===== src/tctu_pkg.sv =====
// package for the three-channel timer unit: register offsets, field
// positions, reset values and cycle counts.
// assumes a 16-bit timer datapath behind a 32-bit avalon-mm slave.
package tctu_pkg;
   localparam int unsigned DW = 16;
   // timer event service: each timer gets one slot every fourth cycle
   localparam logic [1:0] SLOTS = 2'h3;
   // byte offsets: the eleven 16-bit timer registers, then own extras
   localparam logic [7:0] OFS_CNT0   = 8'h00;
   localparam logic [7:0] OFS_MAXA0  = 8'h04;
   localparam logic [7:0] OFS_MAXB0  = 8'h08;
   localparam logic [7:0] OFS_CTL0   = 8'h0c;
   localparam logic [7:0] OFS_CNT1   = 8'h10;
   localparam logic [7:0] OFS_MAXA1  = 8'h14;
   localparam logic [7:0] OFS_MAXB1  = 8'h18;
   localparam logic [7:0] OFS_CTL1   = 8'h1c;
   localparam logic [7:0] OFS_CNT2   = 8'h20;
   localparam logic [7:0] OFS_MAXA2  = 8'h24;
   localparam logic [7:0] OFS_CTL2   = 8'h2c;
   localparam logic [7:0] OFS_ISTAT  = 8'h30;
   localparam logic [7:0] OFS_IMASK  = 8'h34;
   // control register fields
   localparam int unsigned CTL_EN    = 0;  // timer runs
   localparam int unsigned CTL_ALT   = 1;  // use both max-count registers
   localparam int unsigned CTL_EXT   = 2;  // count rising edges of input pin
   localparam int unsigned CTL_PRE   = 3;  // count timer two wraps
   localparam int unsigned CTL_CONT  = 4;  // keep running after terminal count
   localparam int unsigned CTL_WDOG  = 5;  // timer one output feeds watchdog irq
   localparam int unsigned CTL_GATE  = 6;  // internal count only while input high
   localparam int unsigned CTL_RIU   = 12; // read-only: max b in control
   localparam logic [15:0] CTL_RST   = 16'h0000;
   localparam logic [15:0] MAX_RST   = 16'h0000;
   // interrupt status bits
   localparam int unsigned IRQ_TC0   = 0;
   localparam int unsigned IRQ_TC1   = 1;
   localparam int unsigned IRQ_TC2   = 2;
   localparam int unsigned IRQ_WDOG  = 3;
   localparam int unsigned NIRQ      = 4;
   // output response from pin change: two sync + edge + slot wait + out flop
   localparam int unsigned RESP_CYC  = 6;
endpackage


===== src/tctu_ch_if.sv =====
// interface carrying one timer channel's controls and results.
// assumes the top drives controls and reads results on the same clock.
`timescale 1ns/1ns
`default_nettype none
interface tctu_ch_if;
   logic [15:0] cnt_wdata;
   logic        cnt_we;
   logic [15:0] max_a;
   logic [15:0] max_b;
   logic [15:0] ctl;
   logic        tick;
   logic        gate;
   logic        slot;
   logic [15:0] count;
   logic        use_b;
   logic        term;
   logic        out_lvl;
   modport ctrl (output cnt_wdata, cnt_we, max_a, max_b, ctl, tick, gate, slot,
                 input  count, use_b, term, out_lvl);
   modport chan (input  cnt_wdata, cnt_we, max_a, max_b, ctl, tick, gate, slot,
                 output count, use_b, term, out_lvl);
endinterface
`default_nettype wire


===== src/tctu_chan.sv =====
// one 16-bit timer channel: count, dual maximum, output level.
// assumes tick is a one-cycle event and slot marks its service cycle.
`timescale 1ns/1ns
`default_nettype none
module tctu_chan (
   input  wire logic ref_clk,    // clock
   input  wire logic srst,       // sync reset
   input  wire logic ce,         // clock enable
   tctu_ch_if.chan   ch          // channel link
);
   logic [15:0] count;
   logic [15:0] next_count;
   logic        use_b;
   logic        next_use_b;
   logic        term;
   logic        next_term;
   logic        out_lvl;
   logic        next_out_lvl;
   logic        pend;
   logic        next_pend;
   logic        run;
   logic        next_run;
   logic [15:0] lim;
   logic [15:0] inc;

   always_comb begin
      next_count   = count;
      next_use_b   = use_b;
      next_term    = 1'b0;
      next_pend    = pend;
      next_run     = run;
      lim          = (ch.ctl[tctu_pkg::CTL_ALT] && use_b) ? ch.max_b : ch.max_a;
      inc          = count + 16'h0001;
      if (!ch.ctl[tctu_pkg::CTL_EN]) begin
         next_run = 1'b1;
      end
      // edge events between slots are held until this timer's service cycle;
      // the internal clock is its own slot, so holding it would add a count
      if (ch.tick && ch.gate && ch.ctl[tctu_pkg::CTL_EN] && run
          && (ch.ctl[tctu_pkg::CTL_EXT] || ch.ctl[tctu_pkg::CTL_PRE])) begin
         next_pend = 1'b1;
      end
      if (ch.slot && (pend || (ch.tick && ch.gate)) && ch.ctl[tctu_pkg::CTL_EN] && run) begin
         next_pend = 1'b0;
         if (inc == lim) begin
            next_count = 16'h0000;
            next_term  = 1'b1;
            if (ch.ctl[tctu_pkg::CTL_ALT]) begin
               next_use_b = ~use_b;
            end
            if (!ch.ctl[tctu_pkg::CTL_CONT] && (!ch.ctl[tctu_pkg::CTL_ALT] || use_b)) begin
               next_run = 1'b0;
            end
         end else begin
            next_count = inc;
         end
      end
      if (ch.cnt_we) begin
         next_count = ch.cnt_wdata;
      end
      if (ch.ctl[tctu_pkg::CTL_ALT]) begin
         next_out_lvl = ~next_use_b;
      end else begin
         next_out_lvl = ~next_term;
      end
   end

   always_ff @(posedge ref_clk) begin
      if (srst) begin
         count   <= 16'h0000;
         use_b   <= 1'b0;
         term    <= 1'b0;
         out_lvl <= 1'b1;
         pend    <= 1'b0;
         run     <= 1'b1;
      end else if (ce) begin
         count   <= next_count;
         use_b   <= next_use_b;
         term    <= next_term;
         out_lvl <= next_out_lvl;
         pend    <= next_pend;
         run     <= next_run;
      end
   end

   assign ch.count   = count;
   assign ch.use_b   = use_b;
   assign ch.term    = term;
   assign ch.out_lvl = out_lvl;
endmodule
`default_nettype wire


===== src/tctu_top.sv =====
// three-channel timer unit with avalon-mm register slave.
// assumes timer input pins are asynchronous and toggle at most at
// a quarter of ref_clk; bus master is on ref_clk.
//
// Decided for this implementation: the register offsets and the Avalon-MM register port.
`timescale 1ns/1ns
`default_nettype none
module tctu_top (
   input  wire logic        ref_clk,           // 100 mhz clock
   input  wire logic        srst,              // sync reset, high
   input  wire logic        clk_en,            // freezes all state when low
   input  wire logic [7:0]  avs_address,       // byte address
   input  wire logic        avs_read,          // read request
   input  wire logic        avs_write,         // write request
   input  wire logic [31:0] avs_writedata,     // write data
   input  wire logic [3:0]  avs_byteenable,    // byte lanes
   output logic [31:0]      avs_readdata,      // read data
   output logic             avs_waitrequest,   // stall
   output logic [1:0]       avs_response,      // 00 ok, 10 slave error
   input  wire logic        timer_zero_input,  // async pin
   input  wire logic        timer_one_input,   // async pin
   output logic             timer_zero_output, // pin
   output logic             timer_one_output,  // pin
   output logic             dma_req_t2,        // timer two dma request pulse
   output logic             irq                // level interrupt
);
   tctu_ch_if chif[3] ();

   logic [15:0] max_a     [3];
   logic [15:0] next_max_a[3];
   logic [15:0] max_b     [2];
   logic [15:0] next_max_b[2];
   logic [15:0] ctl       [3];
   logic [15:0] next_ctl  [3];
   localparam int unsigned NI = tctu_pkg::NIRQ;
   logic [NI-1:0] istat;
   logic [NI-1:0] next_istat;
   logic [NI-1:0] imask;
   logic [NI-1:0] next_imask;

   logic [1:0]  sync_a [2];
   logic [1:0]  prev_in;
   logic [1:0]  slot;
   logic        bus_ack;
   logic        next_bus_ack;
   logic [31:0] next_rdata;
   logic [1:0]  next_resp;
   logic [1:0]  out_q;
   logic        dma_q;
   logic        irq_q;
   logic [2:0]  cnt_we;
   logic        t2_wrap;
   logic [1:0]  pin_in;
   // channel results in plain arrays: interface arrays take constant indices only
   logic [15:0] cnt_of [3];
   logic [2:0]  term_of;
   logic [2:0]  useb_of;
   logic        wait_q;

   // selects the timer a byte address hits, or 3 for none
   function automatic logic [1:0] tmr_of(input logic [7:0] a);
      tmr_of = (a < tctu_pkg::OFS_ISTAT) ? a[5:4] : 2'h3;
   endfunction

   function automatic logic hit(input logic [7:0] a, input logic [7:0] ofs);
      hit = (a == ofs);
   endfunction

   // two sync flops and one edge flop per pin; the first is read only by the second
   always_ff @(posedge ref_clk) begin
      if (srst) begin
         sync_a[0] <= 2'h0;
         sync_a[1] <= 2'h0;
         prev_in   <= 2'h0;
      end else if (clk_en) begin
         sync_a[0] <= {timer_one_input, timer_zero_input};
         sync_a[1] <= sync_a[0];
         prev_in   <= sync_a[1];
      end
   end
   assign pin_in = sync_a[1];

   // round-robin slot: timer i serviced when slot == i, slot 3 idle
   always_ff @(posedge ref_clk) begin
      if (srst) begin
         slot <= 2'h0;
      end else if (clk_en) begin
         slot <= (slot == tctu_pkg::SLOTS) ? 2'h0 : slot + 2'h1;
      end
   end

   assign t2_wrap = chif[2].term;

   genvar gi;
   generate
      for (gi = 0; gi < 3; gi++) begin : g_ch
         if (gi < 2) begin : g_pin
            always_comb begin
               if (ctl[gi][tctu_pkg::CTL_EXT]) begin
                  chif[gi].tick = pin_in[gi] & ~prev_in[gi];
                  chif[gi].gate = 1'b1;
               end else if (ctl[gi][tctu_pkg::CTL_PRE]) begin
                  chif[gi].tick = t2_wrap;
                  chif[gi].gate = 1'b1;
               end else begin
                  chif[gi].tick = 1'b1;
                  chif[gi].gate = ~ctl[gi][tctu_pkg::CTL_GATE] | pin_in[gi];
               end
            end
            assign chif[gi].max_b = max_b[gi];
         end else begin : g_nopin
            assign chif[gi].tick  = 1'b1;
            assign chif[gi].gate  = 1'b1;
            assign chif[gi].max_b = max_a[gi];
         end
         assign chif[gi].cnt_wdata = avs_writedata[15:0];
         assign chif[gi].cnt_we    = cnt_we[gi];
         assign chif[gi].max_a     = max_a[gi];
         // timer two has no pins and no prescaler: alt, ext and pre bits ignored
         assign chif[gi].ctl       = (gi < 2) ? ctl[gi] : (ctl[gi] & 16'hfff1);
         assign chif[gi].slot      = (slot == 2'(gi));
         assign cnt_of[gi]         = chif[gi].count;
         assign term_of[gi]        = chif[gi].term;
         assign useb_of[gi]        = chif[gi].use_b;
         tctu_chan u_ch (
            .ref_clk (ref_clk),
            .srst    (srst),
            .ce      (clk_en),
            .ch      (chif[gi])
         );
      end
   endgenerate

   logic        req;
   logic [1:0]  tsel;
   logic [15:0] wmask;
   assign req   = (avs_read | avs_write) & ~bus_ack;
   assign tsel  = tmr_of(avs_address);
   assign wmask = {{8{avs_byteenable[1]}}, {8{avs_byteenable[0]}}};

   always_comb begin
      cnt_we = 3'h0;
      if (req && avs_write && clk_en) begin
         for (int i = 0; i < 3; i++) begin
            if (hit(avs_address, 8'(tctu_pkg::OFS_CNT0 + 8'(i * 16)))) begin
               cnt_we[i] = 1'b1;
            end
         end
      end
   end

   // register file and bus answer: one wait cycle, answer on second edge
   always_comb begin
      next_max_a   = max_a;
      next_max_b   = max_b;
      next_ctl     = ctl;
      next_imask   = imask;
      next_bus_ack = req;
      next_rdata   = 32'h0000_0000;
      next_resp    = 2'h0;
      next_istat   = istat;
      if (req && avs_write) begin
         for (int i = 0; i < 3; i++) begin
            if (hit(avs_address, 8'(tctu_pkg::OFS_MAXA0 + 8'(i * 16)))) begin
               next_max_a[i] = (max_a[i] & ~wmask) | (avs_writedata[15:0] & wmask);
            end
            if (hit(avs_address, 8'(tctu_pkg::OFS_CTL0 + 8'(i * 16)))) begin
               next_ctl[i] = (ctl[i] & ~wmask) | (avs_writedata[15:0] & wmask);
            end
         end
         for (int i = 0; i < 2; i++) begin
            if (hit(avs_address, 8'(tctu_pkg::OFS_MAXB0 + 8'(i * 16)))) begin
               next_max_b[i] = (max_b[i] & ~wmask) | (avs_writedata[15:0] & wmask);
            end
         end
         if (hit(avs_address, tctu_pkg::OFS_ISTAT) && avs_byteenable[0]) begin
            next_istat = istat & ~avs_writedata[NI-1:0];
         end
         if (hit(avs_address, tctu_pkg::OFS_IMASK) && avs_byteenable[0]) begin
            next_imask = avs_writedata[NI-1:0];
         end
      end
      if (req) begin
         if (tsel != 2'h3) begin
            unique case (avs_address[3:0])
               4'h0: next_rdata = {16'h0000, cnt_of[tsel]};
               4'h4: next_rdata = {16'h0000, max_a[tsel]};
               4'h8: next_rdata = (tsel < 2'h2) ? {16'h0000, max_b[tsel[0]]} : 32'h0;
               4'hc: begin
                  next_rdata = {16'h0000, ctl[tsel]};
                  next_rdata[tctu_pkg::CTL_RIU] = useb_of[tsel];
               end
               default: next_resp = 2'h2;
            endcase
            if (tsel == 2'h2 && avs_address[3:0] == 4'h8) begin
               next_resp = 2'h2;
            end
         end else if (hit(avs_address, tctu_pkg::OFS_ISTAT)) begin
            next_rdata = {28'h0, istat};
         end else if (hit(avs_address, tctu_pkg::OFS_IMASK)) begin
            next_rdata = {28'h0, imask};
         end else begin
            next_resp = 2'h2;
         end
      end
      // hardware set wins over a same-cycle clear
      for (int i = 0; i < 3; i++) begin
         if (term_of[i]) begin
            next_istat[i] = 1'b1;
         end
      end
      if (ctl[1][tctu_pkg::CTL_WDOG] && !chif[1].out_lvl) begin
         next_istat[tctu_pkg::IRQ_WDOG] = 1'b1;
      end
   end

   always_ff @(posedge ref_clk) begin
      if (srst) begin
         for (int i = 0; i < 3; i++) begin
            max_a[i] <= tctu_pkg::MAX_RST;
            ctl[i]   <= tctu_pkg::CTL_RST;
         end
         max_b[0]     <= tctu_pkg::MAX_RST;
         max_b[1]     <= tctu_pkg::MAX_RST;
         istat        <= '0;
         imask        <= '0;
         bus_ack      <= 1'b0;
         wait_q       <= 1'b1;
         avs_readdata <= 32'h0000_0000;
         avs_response <= 2'h0;
         out_q        <= 2'h3;
         dma_q        <= 1'b0;
         irq_q        <= 1'b0;
      end else if (clk_en) begin
         max_a        <= next_max_a;
         max_b        <= next_max_b;
         ctl          <= next_ctl;
         istat        <= next_istat;
         imask        <= next_imask;
         bus_ack      <= next_bus_ack;
         wait_q       <= ~next_bus_ack;
         avs_readdata <= next_rdata;
         avs_response <= next_resp;
         out_q        <= {chif[1].out_lvl, chif[0].out_lvl};
         dma_q        <= t2_wrap;
         irq_q        <= |(next_istat & imask);
      end
   end

   always_comb begin
      avs_waitrequest   = wait_q;
      timer_zero_output = out_q[0];
      timer_one_output  = out_q[1];
      dma_req_t2        = dma_q;
      irq               = irq_q;
   end
endmodule
`default_nettype wire


===== config.mk =====
export PLATFORM = sky130hd
export DESIGN_NAME = tctu_top
export DESIGN_NICKNAME = d
export VERILOG_FILES = /design/src/tctu_pkg.sv /design/src/tctu_ch_if.sv /design/src/tctu_chan.sv /design/src/tctu_top.sv
export SDC_FILE = /design/constraint.sdc
export NUM_CORES = 1
export LEC_CHECK = 0
export BUFFER_PORTS_ARGS = -buffer_cell sky130_fd_sc_hd__buf_2
export CORE_ASPECT_RATIO = 1.1
export CORE_UTILIZATION = 55
export DETAILED_ROUTE_END_ITERATION = 16
export GPL_TIMING_DRIVEN = 0
export PLACE_DENSITY = 0.74
export SYNTH_ARGS = -nofsm -noshare
export SYNTH_HDL_FRONTEND = slang
export SYNTH_SLANG_ARGS = --single-unit
export TNS_END_PERCENT = 1

===== constraint.sdc =====
create_clock -name ref_clk -period 3.5 [get_ports ref_clk]
set_input_delay 1.05 -clock ref_clk [delete_from_list [all_inputs] [get_ports ref_clk]]
set_output_delay 1.05 -clock ref_clk [all_outputs]
set_load 0.01 [all_outputs]

==> results.json, run 1 <==
{
  "period_share_pct": 102,
  "async_flop_share_pct": 0,
  "ant_nets": 0,
  "grt_pass1_wl_um": 72200,
  "p_leak_uw": 0.00597,
  "yosysUniqueCellTypes": 80,
  "clkLatencyLatePin_ps": 540,
  "hp-start": "avs_readdata[10]",
  "gr-usage-all-layers_pct": 39.6,
  "drt-total-wl_um": 48300,
  "vias_per_cell": 6.53,
  "r2r_slack_ps": 80,
  "synth_ff_type": "dfxtp_1",
  "p_clk_share_pct": 50.0,
  "drtIter0Drc": 1189,
  "seqPwrFrac_pct": 43.2,
  "period_needed_ps": 3570,
  "hold_viol": 0,
  "slew_viol_final": 0,
  "n_fill_cell": 2068,
  "grt-ovfl-total": 0,
  "port_buffers": 51,
  "die_h_um": 163,
  "clock-sinks": 224,
  "tightest_slew_ps": 1050,
  "htree_levels": 1,
  "rsz0062_at_grt": "yes",
  "yosysWarnings": 0,
  "clk_pin_slew_ps": 70,
  "slew_headroom_pct": 30.0,
  "violations": "setup timing",
  "rows": 58,
  "endpoint_kind": "flop",
  "drive_above_1_share_pct": 10.9,
  "ctsHoldBuffers": 0,
  "diodes": 0,
  "holdPathStages": 1,
  "ys_ff_latch": 224,
  "wire_per_inst_um": 24.2,
  "ys_seq_area_share_pct": 34.7,
  "seqCellArea_mm2": 0.00453,
  "drt_pass1_iterations": 7,
  "worstSetupPathType": "in2reg",
  "arrival_ps": 3950,
  "start_util_pct": 56.4,
  "worst_ir_drop_vdd_v": 0.000288,
  "hold_path_class": "reg2reg",
  "cts_root_buf": "clkbuf_16",
  "num_vias": 13000,
  "yosys.area.top_type": "dfxtp_1",
  "startpoint_type": "input port",
  "cts_tree": "done",
  "synth.avg_cell_area_um2": 8.26,
  "rr_endpoint": "g_ch[0].u_ch.ch.count[8]",
  "gp_congestion": 0.978,
  "nets": 1736,
  "synthTopCellsByArea": "dfxtp_1 34%, mux2i_1 14%, nor2_1 6.1%",
  "grt_max_degree": 14,
  "max_freq_mhz": 280,
  "crit_path_cell_trace": "buf_2 -> nor3_4 -> clkbuf_1 -> clkbuf_1 -> nand4_1 -> mux2i_1 -> nor2_1",
  "min_to": "avs_readdata[10]",
  "grt_antenna_before_repair": 0,
  "skew_ps": 23.6,
  "critPathSlowestCell": "nand4_1",
  "required_ps": 3880,
  "die_x_um": 149,
  "p_sw_share_pct": 24.1,
  "synth_top_area_share_pct": 33.8,
  "core_mm2": 0.0231,
  "p_int_uw": 4560,
  "cap_viol_max_count": 0,
  "drc": 0,
  "syn_area_mm2": 0.0130,
  "pin_count": 90,
  "p_per_area_mw_per_mm2": 407,
  "synth_edf_count": 4,
  "dp_cells": 1943,
  "dp_hpwl_um": 36100,
  "syn_to_final_growth_pct": 13.4,
  "setup_viol": 32,
  "cp_common_cell": "clkbuf_1",
  "dpl-instance-area_mm2": 0.0137,
  "crit_fanout": 10,
  "status": "complete, but fails checks",
  "grt_pass1_vias": 12100,
  "design_area_mm2": 0.0148,
  "cts-buffers-inserted": 25,
  "fin_ws_ps": -66.6,
  "syn-instance-count": 1576,
  "fin_cells": 1993,
  "multi_input_area_mm2": 0.00784,
  "slowest_delay_ps": 660,
  "clock_path_buffers": 3,
  "r2r_cells": 11,
  "power.switching_uw": 1450,
  "comb_power_share_pct": 6.8,
  "die_area_mm2": 0.0243
}
per-layer routing:
metal	track usage [%]	vias to the layer above	routed length (µm)
li1	-	5891	-
met1	49.5	6206	18900
met2	66.0	757	22500
met3	6.56	153	4560
met4	19.0	0	2380
met5	0	-	0
power groups by stage:
| stage | combinational (µW) | clock (µW) | sequential [µW] |
|---|---|---|---|
| 2_1_floorplan | 224 | 0 | 2650 |
| 3_3_place_gp | 385 | 0 | 2650 |
| 3_5_place_dp | 386 | 0 | 2650 |
| 4_1_cts | 390 | 2990 | 2590 |
| 5_1_grt | 428 | 3100 | 2590 |
| 6_report | 410 | 3000 | 2590 |
final cells by class:
| type | instances | share of cell area [%] |
|---|---|---|
| Inverter | 30 | 0.763 |
| Tap cell | 300 | 2.54 |
| Sequential cell | 224 | 30.7 |
| Buffer | 147 | 4.71 |
| Timing Repair Buffer | 55 | 1.93 |
| Clock inverter | 11 | 1.42 |
| Multi-Input combinational cell | 1191 | 53.1 |
| Clock buffer | 35 | 4.90 |
cells in the mapped netlist (17+ instances only):
library cell / instances
dfxtp_1: 220
nor2_1: 212
mux2i_1: 179
clkbuf_1: 105
nand2_1: 102
a21oi_1: 96
nand3_1: 60
o21ai_0: 59
xnor2_1: 44
nor3_1: 40
a211oi_1: 31
inv_1: 30
a22oi_1: 24
nand4_1: 24
xor2_1: 22
o21ai_1: 21
nor4_1: 20
buf_4: 19
a221oi_1: 18
and3_1: 18
o22ai_1: 17
worst max-delay path by stage:
stage / from / endpoint / cells after the start
after detailed placement: avs_address[4] / g_ch[2].u_ch.ch.count[5] / 9
after CTS: avs_address[5] / g_ch[0].u_ch.ch.count[14] / 7
after global placement: avs_address[4] / g_ch[2].u_ch.ch.count[15] / 9
final: avs_address[5] / flop / 7
after global routing: avs_address[5] / flop / 7
after floorplan: avs_address[4] / g_ch[2].u_ch.ch.count[12] / 9
through the flow:
step           setup TNS [ps]  total power (µW)  util [%]  hold WS, ps  setup WS, ps
2_1_floorplan               0              2870         -          431           373
3_3_place_gp           -85410              3030      59.4          431         -1060
3_5_place_dp           -84590              3040      59.4          433         -1090
4_1_cts                     0              5980      63.7          447          2.72
5_1_grt                 -3670              6120      64.0          459          -140
6_report                 -942              6010      64.0          445         -66.6
cells in the final DEF, fill, tap and decap left out, types with 6 or more instances in the layout:
master,count
dfxtp_1,218
nor2_1,211
mux2i_1,177
clkbuf_1,106
nand2_1,102
a21oi_1,96
buf_2,61
o21ai_0,59
nand3_1,58
xnor2_1,44
nor3_1,36
a211oi_1,31
inv_1,30
clkbuf_16,25
nand4_1,24
a22oi_1,24
buf_4,23
xor2_1,22
o21ai_1,21
and3_1,18
a221oi_1,18
nor4_1,17
o22ai_1,17
conb_1,17
a32oi_1,13
o211ai_1,13
a31oi_1,12
or3_1,11
a21o_1,11
ha_1,11
and4_1,10
nand2b_1,6
buf_1,6
and2_1,6
buf_6,6
a311oi_1,6
clkbuf_8,6
bufinv_16,6
critical path, delay by kind of cell:
kind,cells,cell delay [ps]
buf+inv,3,1300
mux,1,370
simple gates,3,1230
timing repair:
item / 4_1_cts / 5_1_grt
resized for setup: 6 / 18
pin swaps: 1 / 3
endpoints found under the setup margin: 93 / 111
hold endpoints to repair: 0 / 0
setup buffers: 3 / 1
kinds of logic after synthesis:
| logic type | count (synthesis) | share of synthesized area [%] |
|---|---|---|
| compound gates | 354 | 17.7 |
| buf+inv | 177 | 6.18 |
| simple gates | 553 | 20.7 |
| other cells | 1 | 0.0288 |
| flops | 224 | 34.7 |
| fa+ha+maj | 11 | 1.06 |
| xor+xnor | 68 | 4.78 |
| mux | 188 | 14.9 |
(Power assumes the default switching activity.)
==> run 2, diff against run 1 <==
--- a/config.mk
+++ b/config.mk
@@ -9,5 +9,5 @@
 export CORE_ASPECT_RATIO = 1.1
+export CORE_MARGIN = 2
 export CORE_UTILIZATION = 55
 export DETAILED_ROUTE_END_ITERATION = 16
-export GPL_TIMING_DRIVEN = 0
 export PLACE_DENSITY = 0.74
==> constraint.sdc (replaced) <==
create_clock -name ref_clk -period 3.5 [get_ports ref_clk]
set_input_delay 0.175 -clock ref_clk [delete_from_list [all_inputs] [get_ports ref_clk]]
set_output_delay 0.175 -clock ref_clk [all_outputs]
set_load 0.01 [all_outputs]
==> results.json, run 2 (synthesis gave the netlist of run 1 again) <==
{
  "status": "complete, no violations",
  "cts_root_buf": "clkbuf_16",
  "hold_viol": 0,
  "grt_pass1_vias": 11200,
  "grt_antenna_before_repair": 0,
  "period_needed_ps": 3190,
  "grt_pass1_wl_um": 61700,
  "p_per_area_mw_per_mm2": 388,
  "mostFrequentLayoutCells": "220 x dfxtp_1, 212 x nor2_1, 179 x mux2i_1",
  "arrival_ps": 3550,
  "post-cts-setup-buffers": 0,
  "startpoint_type": "flop",
  "htree_levels": 1,
  "grt-ovfl-total": 0,
  "clk_pin_slew_ps": 60,
  "slew_headroom_pct": 37.2,
  "ant_nets": 0,
  "start_util_pct": 55.5,
  "grt_max_degree": 83,
  "core_mm2": 0.0235,
  "crit_path_end": "g_ch[1].u_ch.ch.count[12]",
  "cts-buffers-inserted": 24,
  "clock_path_buffers": 3,
  "diodes": 0,
  "cts_tree": "done",
  "syn_to_final_growth_pct": 9.76,
  "hp-start": "clk_en",
  "dp_cells": 1852,
  "worstSetupStartpoint": "g_ch[1].u_ch.ch.count[0]",
  "pin_count": 90,
  "die_h_um": 165,
  "gr-usage-all-layers_pct": 31.3,
  "r2r_slack_ps": 310,
  "slew_viol_final": 0,
  "period_share_pct": 91.0,
  "rows": 59,
  "endpoint_kind": "flop",
  "crit_fanout": 15,
  "dp_hpwl_um": 27700,
  "max_freq_mhz": 314,
  "port_buffers": 54,
  "whs_ps": 20.4,
  "worstSetupPathType": "reg2reg",
  "required_ps": 3870,
  "p_leak_uw": 0.00580,
  "drt-total-wl_um": 39400,
  "wire_per_inst_um": 20.7,
  "rsz0062_at_grt": "no",
  "cap_viol_max_count": 0,
  "drtIter0Drc": 1401,
  "num_vias": 12200,
  "rr_endpoint": "g_ch[1].u_ch.ch.count[12]",
  "clock-sinks": 224,
  "skew_ps": 28.7,
  "gp_congestion": 0.983,
  "setup_viol": 0,
  "drc": 0,
  "r2r-start": "g_ch[1].u_ch.ch.count[0]",
  "power.total_uw": 5550,
  "drive_above_1_share_pct": 11.1,
  "tightest_slew_ps": 943,
  "vias_per_cell": 6.43,
  "clkLatencyLatePin_ps": 540,
  "die_area_mm2": 0.0249,
  "n_fill_cell": 2088,
  "hold_path_class": "in2reg",
  "fin_cells": 1897,
  "nets": 1637,
  "setup_tns_ps": 0,
  "drt_pass1_iterations": 7,
  "r2r_cells": 9,
  "final_common_cell": "dfxtp_1",
  "die_x_um": 151,
  "worst_ir_drop_vdd_v": 0.000281
}
## run 2: changes by cell type in the layout (fill, tap and decap cells not counted), moves of 3 or more
cell | before | now
buf_4 | 23 | 46
buf_2 | 61 | 53
buf_1 | 6 | 0
clkbuf_1 | 106 | 6
bufinv_16 | 6 | 2
clkbuf_2 | 3 | 0
buf_6 | 6 | 1
## run 2: where the power goes
part | switching [µW] | total (µW) | internal, µW
sequential | 20.1 | 2600 | 2580
clock | 1070 | 2610 | 1540
combinational | 248 | 340 | 92.2
total | 1340 | 5550 | 4210
## run 2: repair_timing
action	4_1_cts	5_1_grt
endpoints found under the setup margin	0	1
resized for setup	0	1
hold buffers	2	0
hold endpoints to repair	2	0
## run 2: worst max-delay path: stages (launching register included)
cell and delay, ps:
dfxtp_1 460, ha_1 310, nand3_1 340, nor4b_4 400
mux2i_1 130, a31o_1 270, a2111oi_4 530, nand2_4 240
a31oi_1 230, a211oi_1 90
## run 2: cell type report
class | count | area [µm²] | area share, %
sequential | 224 | 4520 | 31.6
clock buffer | 36 | 706 | 4.94
timing repair buffer | 104 | 682 | 4.77
inverter | 30 | 113 | 0.788
multi-input combinational | 1191 | 7790 | 54.5
clock inverter | 7 | 100 | 0.700
tap | 305 | 382 | 2.67
## run 2: layer usage
| layer | part of all wire, % | GRT usage, % | vias to the layer above |
|---|---|---|---|
| met3 | 8.9 | 3.93 | 100 |
| met2 | 45 | 48.6 | 611 |
| met4 | 3.4 | 11.9 | 0 |
| met1 | 43 | 44.3 | 5812 |
| li1 | - | - | 5677 |
| met5 | 0 | 0 | - |
## run 2: per-stage QoR
step	utilization (%)	setup WS, ps	area [µm²]
after global routing	60.9	95.4	14300
after floorplan	-	591	13100
after CTS	60.9	256	14300
final	60.9	315	14300
after detailed placement	57.4	267	13500
after global placement	57.4	349	13500
## run 2: worst min path at each step
stage	end	slack, ps	cells past startpoint
final	out_q[0]	20	3
after global routing	g_ch[1].u_ch.ch.count[12]	50	3
after CTS	flop	7	3
after detailed placement	avs_readdata[8]	430	1
after global placement	avs_readdata[13]	430	1
after floorplan	g_ch[0].u_ch.ch.count[14]	360	2
==> run 3, diff against run 2 <==
clock period = 3.9 ns   (was 3.5 ns; I/O delays follow)
==> results.json, run 3 (synthesis gave the netlist of run 1 again) <==
{
  "die_x_um": 151,
  "seqCellArea_mm2": 0.00452,
  "grt_pass1_wl_um": 61400,
  "nets": 1624,
  "preCtsSetupSlack_ps": 565,
  "post-cts-setup-buffers": 0,
  "required_ps": 4310,
  "grt-ovfl-total": 0,
  "grt_antenna_before_repair": 0,
  "dpl-instance-area_mm2": 0.0133,
  "design_area_mm2": 0.0142,
  "status": "complete, no violations",
  "cts_root_buf": "clkbuf_16",
  "wire_per_inst_um": 20.9,
  "drt_pass1_iterations": 6,
  "clk_pin_slew_ps": 70,
  "period_share_pct": 87.4,
  "port_buffers": 54,
  "clkLatencyLatePin_ps": 550,
  "setup_tns_ps": 0,
  "hold_path_class": "in2reg",
  "p_per_area_mw_per_mm2": 355,
  "p_sw_share_pct": 24.5,
  "worstSetupPathType": "reg2reg",
  "drt-total-wl_um": 39500,
  "r2r_cells": 11,
  "cap_viol_max_count": 0,
  "p_int_uw": 3800,
  "die_area_mm2": 0.0249,
  "crit_fanout": 15,
  "holdPathStages": 2,
  "grt_max_degree": 155,
  "start_util_pct": 55.5,
  "comb_power_share_pct": 5.8,
  "cts-buffers-inserted": 25,
  "multi_input_area_mm2": 0.00778,
  "slew_headroom_pct": 42.0,
  "p_leak_uw": 0.00574,
  "layout.core_utilization_pct": 60.4,
  "endpoint_kind": "flop",
  "drc": 0,
  "clock-sinks": 224,
  "power.switching_uw": 1240,
  "tightest_slew_ps": 868,
  "die_h_um": 165,
  "num_vias": 12100,
  "core_mm2": 0.0235,
  "ctsHoldBuffers": 2,
  "clock_path_buffers": 3,
  "startpoint_type": "flop",
  "htree_levels": 1,
  "p_clk_share_pct": 47.8,
  "seqPwrFrac_pct": 46.4,
  "whs_ps": 35.6,
  "n_fill_cell": 2051,
  "cts_resized": 0,
  "grt_pass1_vias": 11100,
  "setup_viol": 0,
  "rows": 59,
  "dp_hpwl_um": 27300,
  "worst_ir_drop_vdd_v": 0.000274,
  "drtIter0Drc": 1292,
  "cts_tree": "done",
  "max_freq_mhz": 293,
  "gp_congestion": 0.940,
  "drive_above_1_share_pct": 10.6,
  "period_needed_ps": 3410,
  "vias_per_cell": 6.43,
  "rsz0062_at_grt": "no",
  "fin_ws_ps": 492,
  "arrival_ps": 3820,
  "skew_ps": 31.2,
  "gr-usage-all-layers_pct": 30.9,
  "syn_to_final_growth_pct": 8.94,
  "slew_viol_final": 0,
  "ant_nets": 0,
  "final_common_cell": "dfxtp_1",
  "mostFrequentLayoutCells": "220 x dfxtp_1, 212 x nor2_1, 179 x mux2i_1",
  "pin_count": 90,
  "hold_viol": 0
}
run 3: final timing paths:
path	start	endpoint	slack, ps
worst min register to register	avs_readdata[11]	avs_readdata[11]	440
worst min-delay path	srst	flop	40
worst max register to register	flop	g_ch[1].u_ch.ch.count[10]	490
worst max-delay path	flop	g_ch[1].u_ch.ch.count[10]	490
run 3: power groups by stage:
stage,clock (µW),sequential (µW),combinational (µW)
after global placement,0,2390,280
final,2410,2340,294
after CTS,2420,2340,285
after global routing,2510,2340,311
after floorplan,0,2370,201
after detailed placement,0,2390,283
run 3: routing by layer:
| metal | track usage, % | vias up | wire length [µm] | share of wire (%) |
|---|---|---|---|---|
| li1 | - | 5657 | - | - |
| met1 | 43.6 | 5744 | 16900 | 43 |
| met2 | 49.1 | 625 | 17800 | 45 |
| met3 | 4.48 | 101 | 3710 | 9.4 |
| met4 | 9.43 | 0 | 1120 | 2.8 |
| met5 | 0 | - | 0 | 0 |
run 3: area by class of cell:
| cell class | count | area share [%] |
|---|---|---|
| multi-input combinational | 1191 | 54.9 |
| sequential | 224 | 31.9 |
| clock buffer | 31 | 4.71 |
| timing repair buffer | 90 | 3.98 |
| tap | 305 | 2.69 |
| clock inverter | 14 | 1.07 |
| inverter | 30 | 0.794 |
| antenna | 1 | 0.0176 |
run 3: metrics by stage:
step	power [µW]	std cells
2_1_floorplan	2580	1592
3_3_place_gp	2670	1838
3_5_place_dp	2670	1838
4_1_cts	5040	1885
5_1_grt	5160	1885
6_report	5040	1886
run 3: critical path: stages, from the launching register on:
cell and delay (ps):
dfxtp_1 420, ha_1 180, buf_4 170, buf_4 270, mux2i_1 300, xnor2_1 180
nand3_1 110, or3_4 370, a2111oi_4 560, nand2_2 340, a32oi_1 290, o21ai_1 80
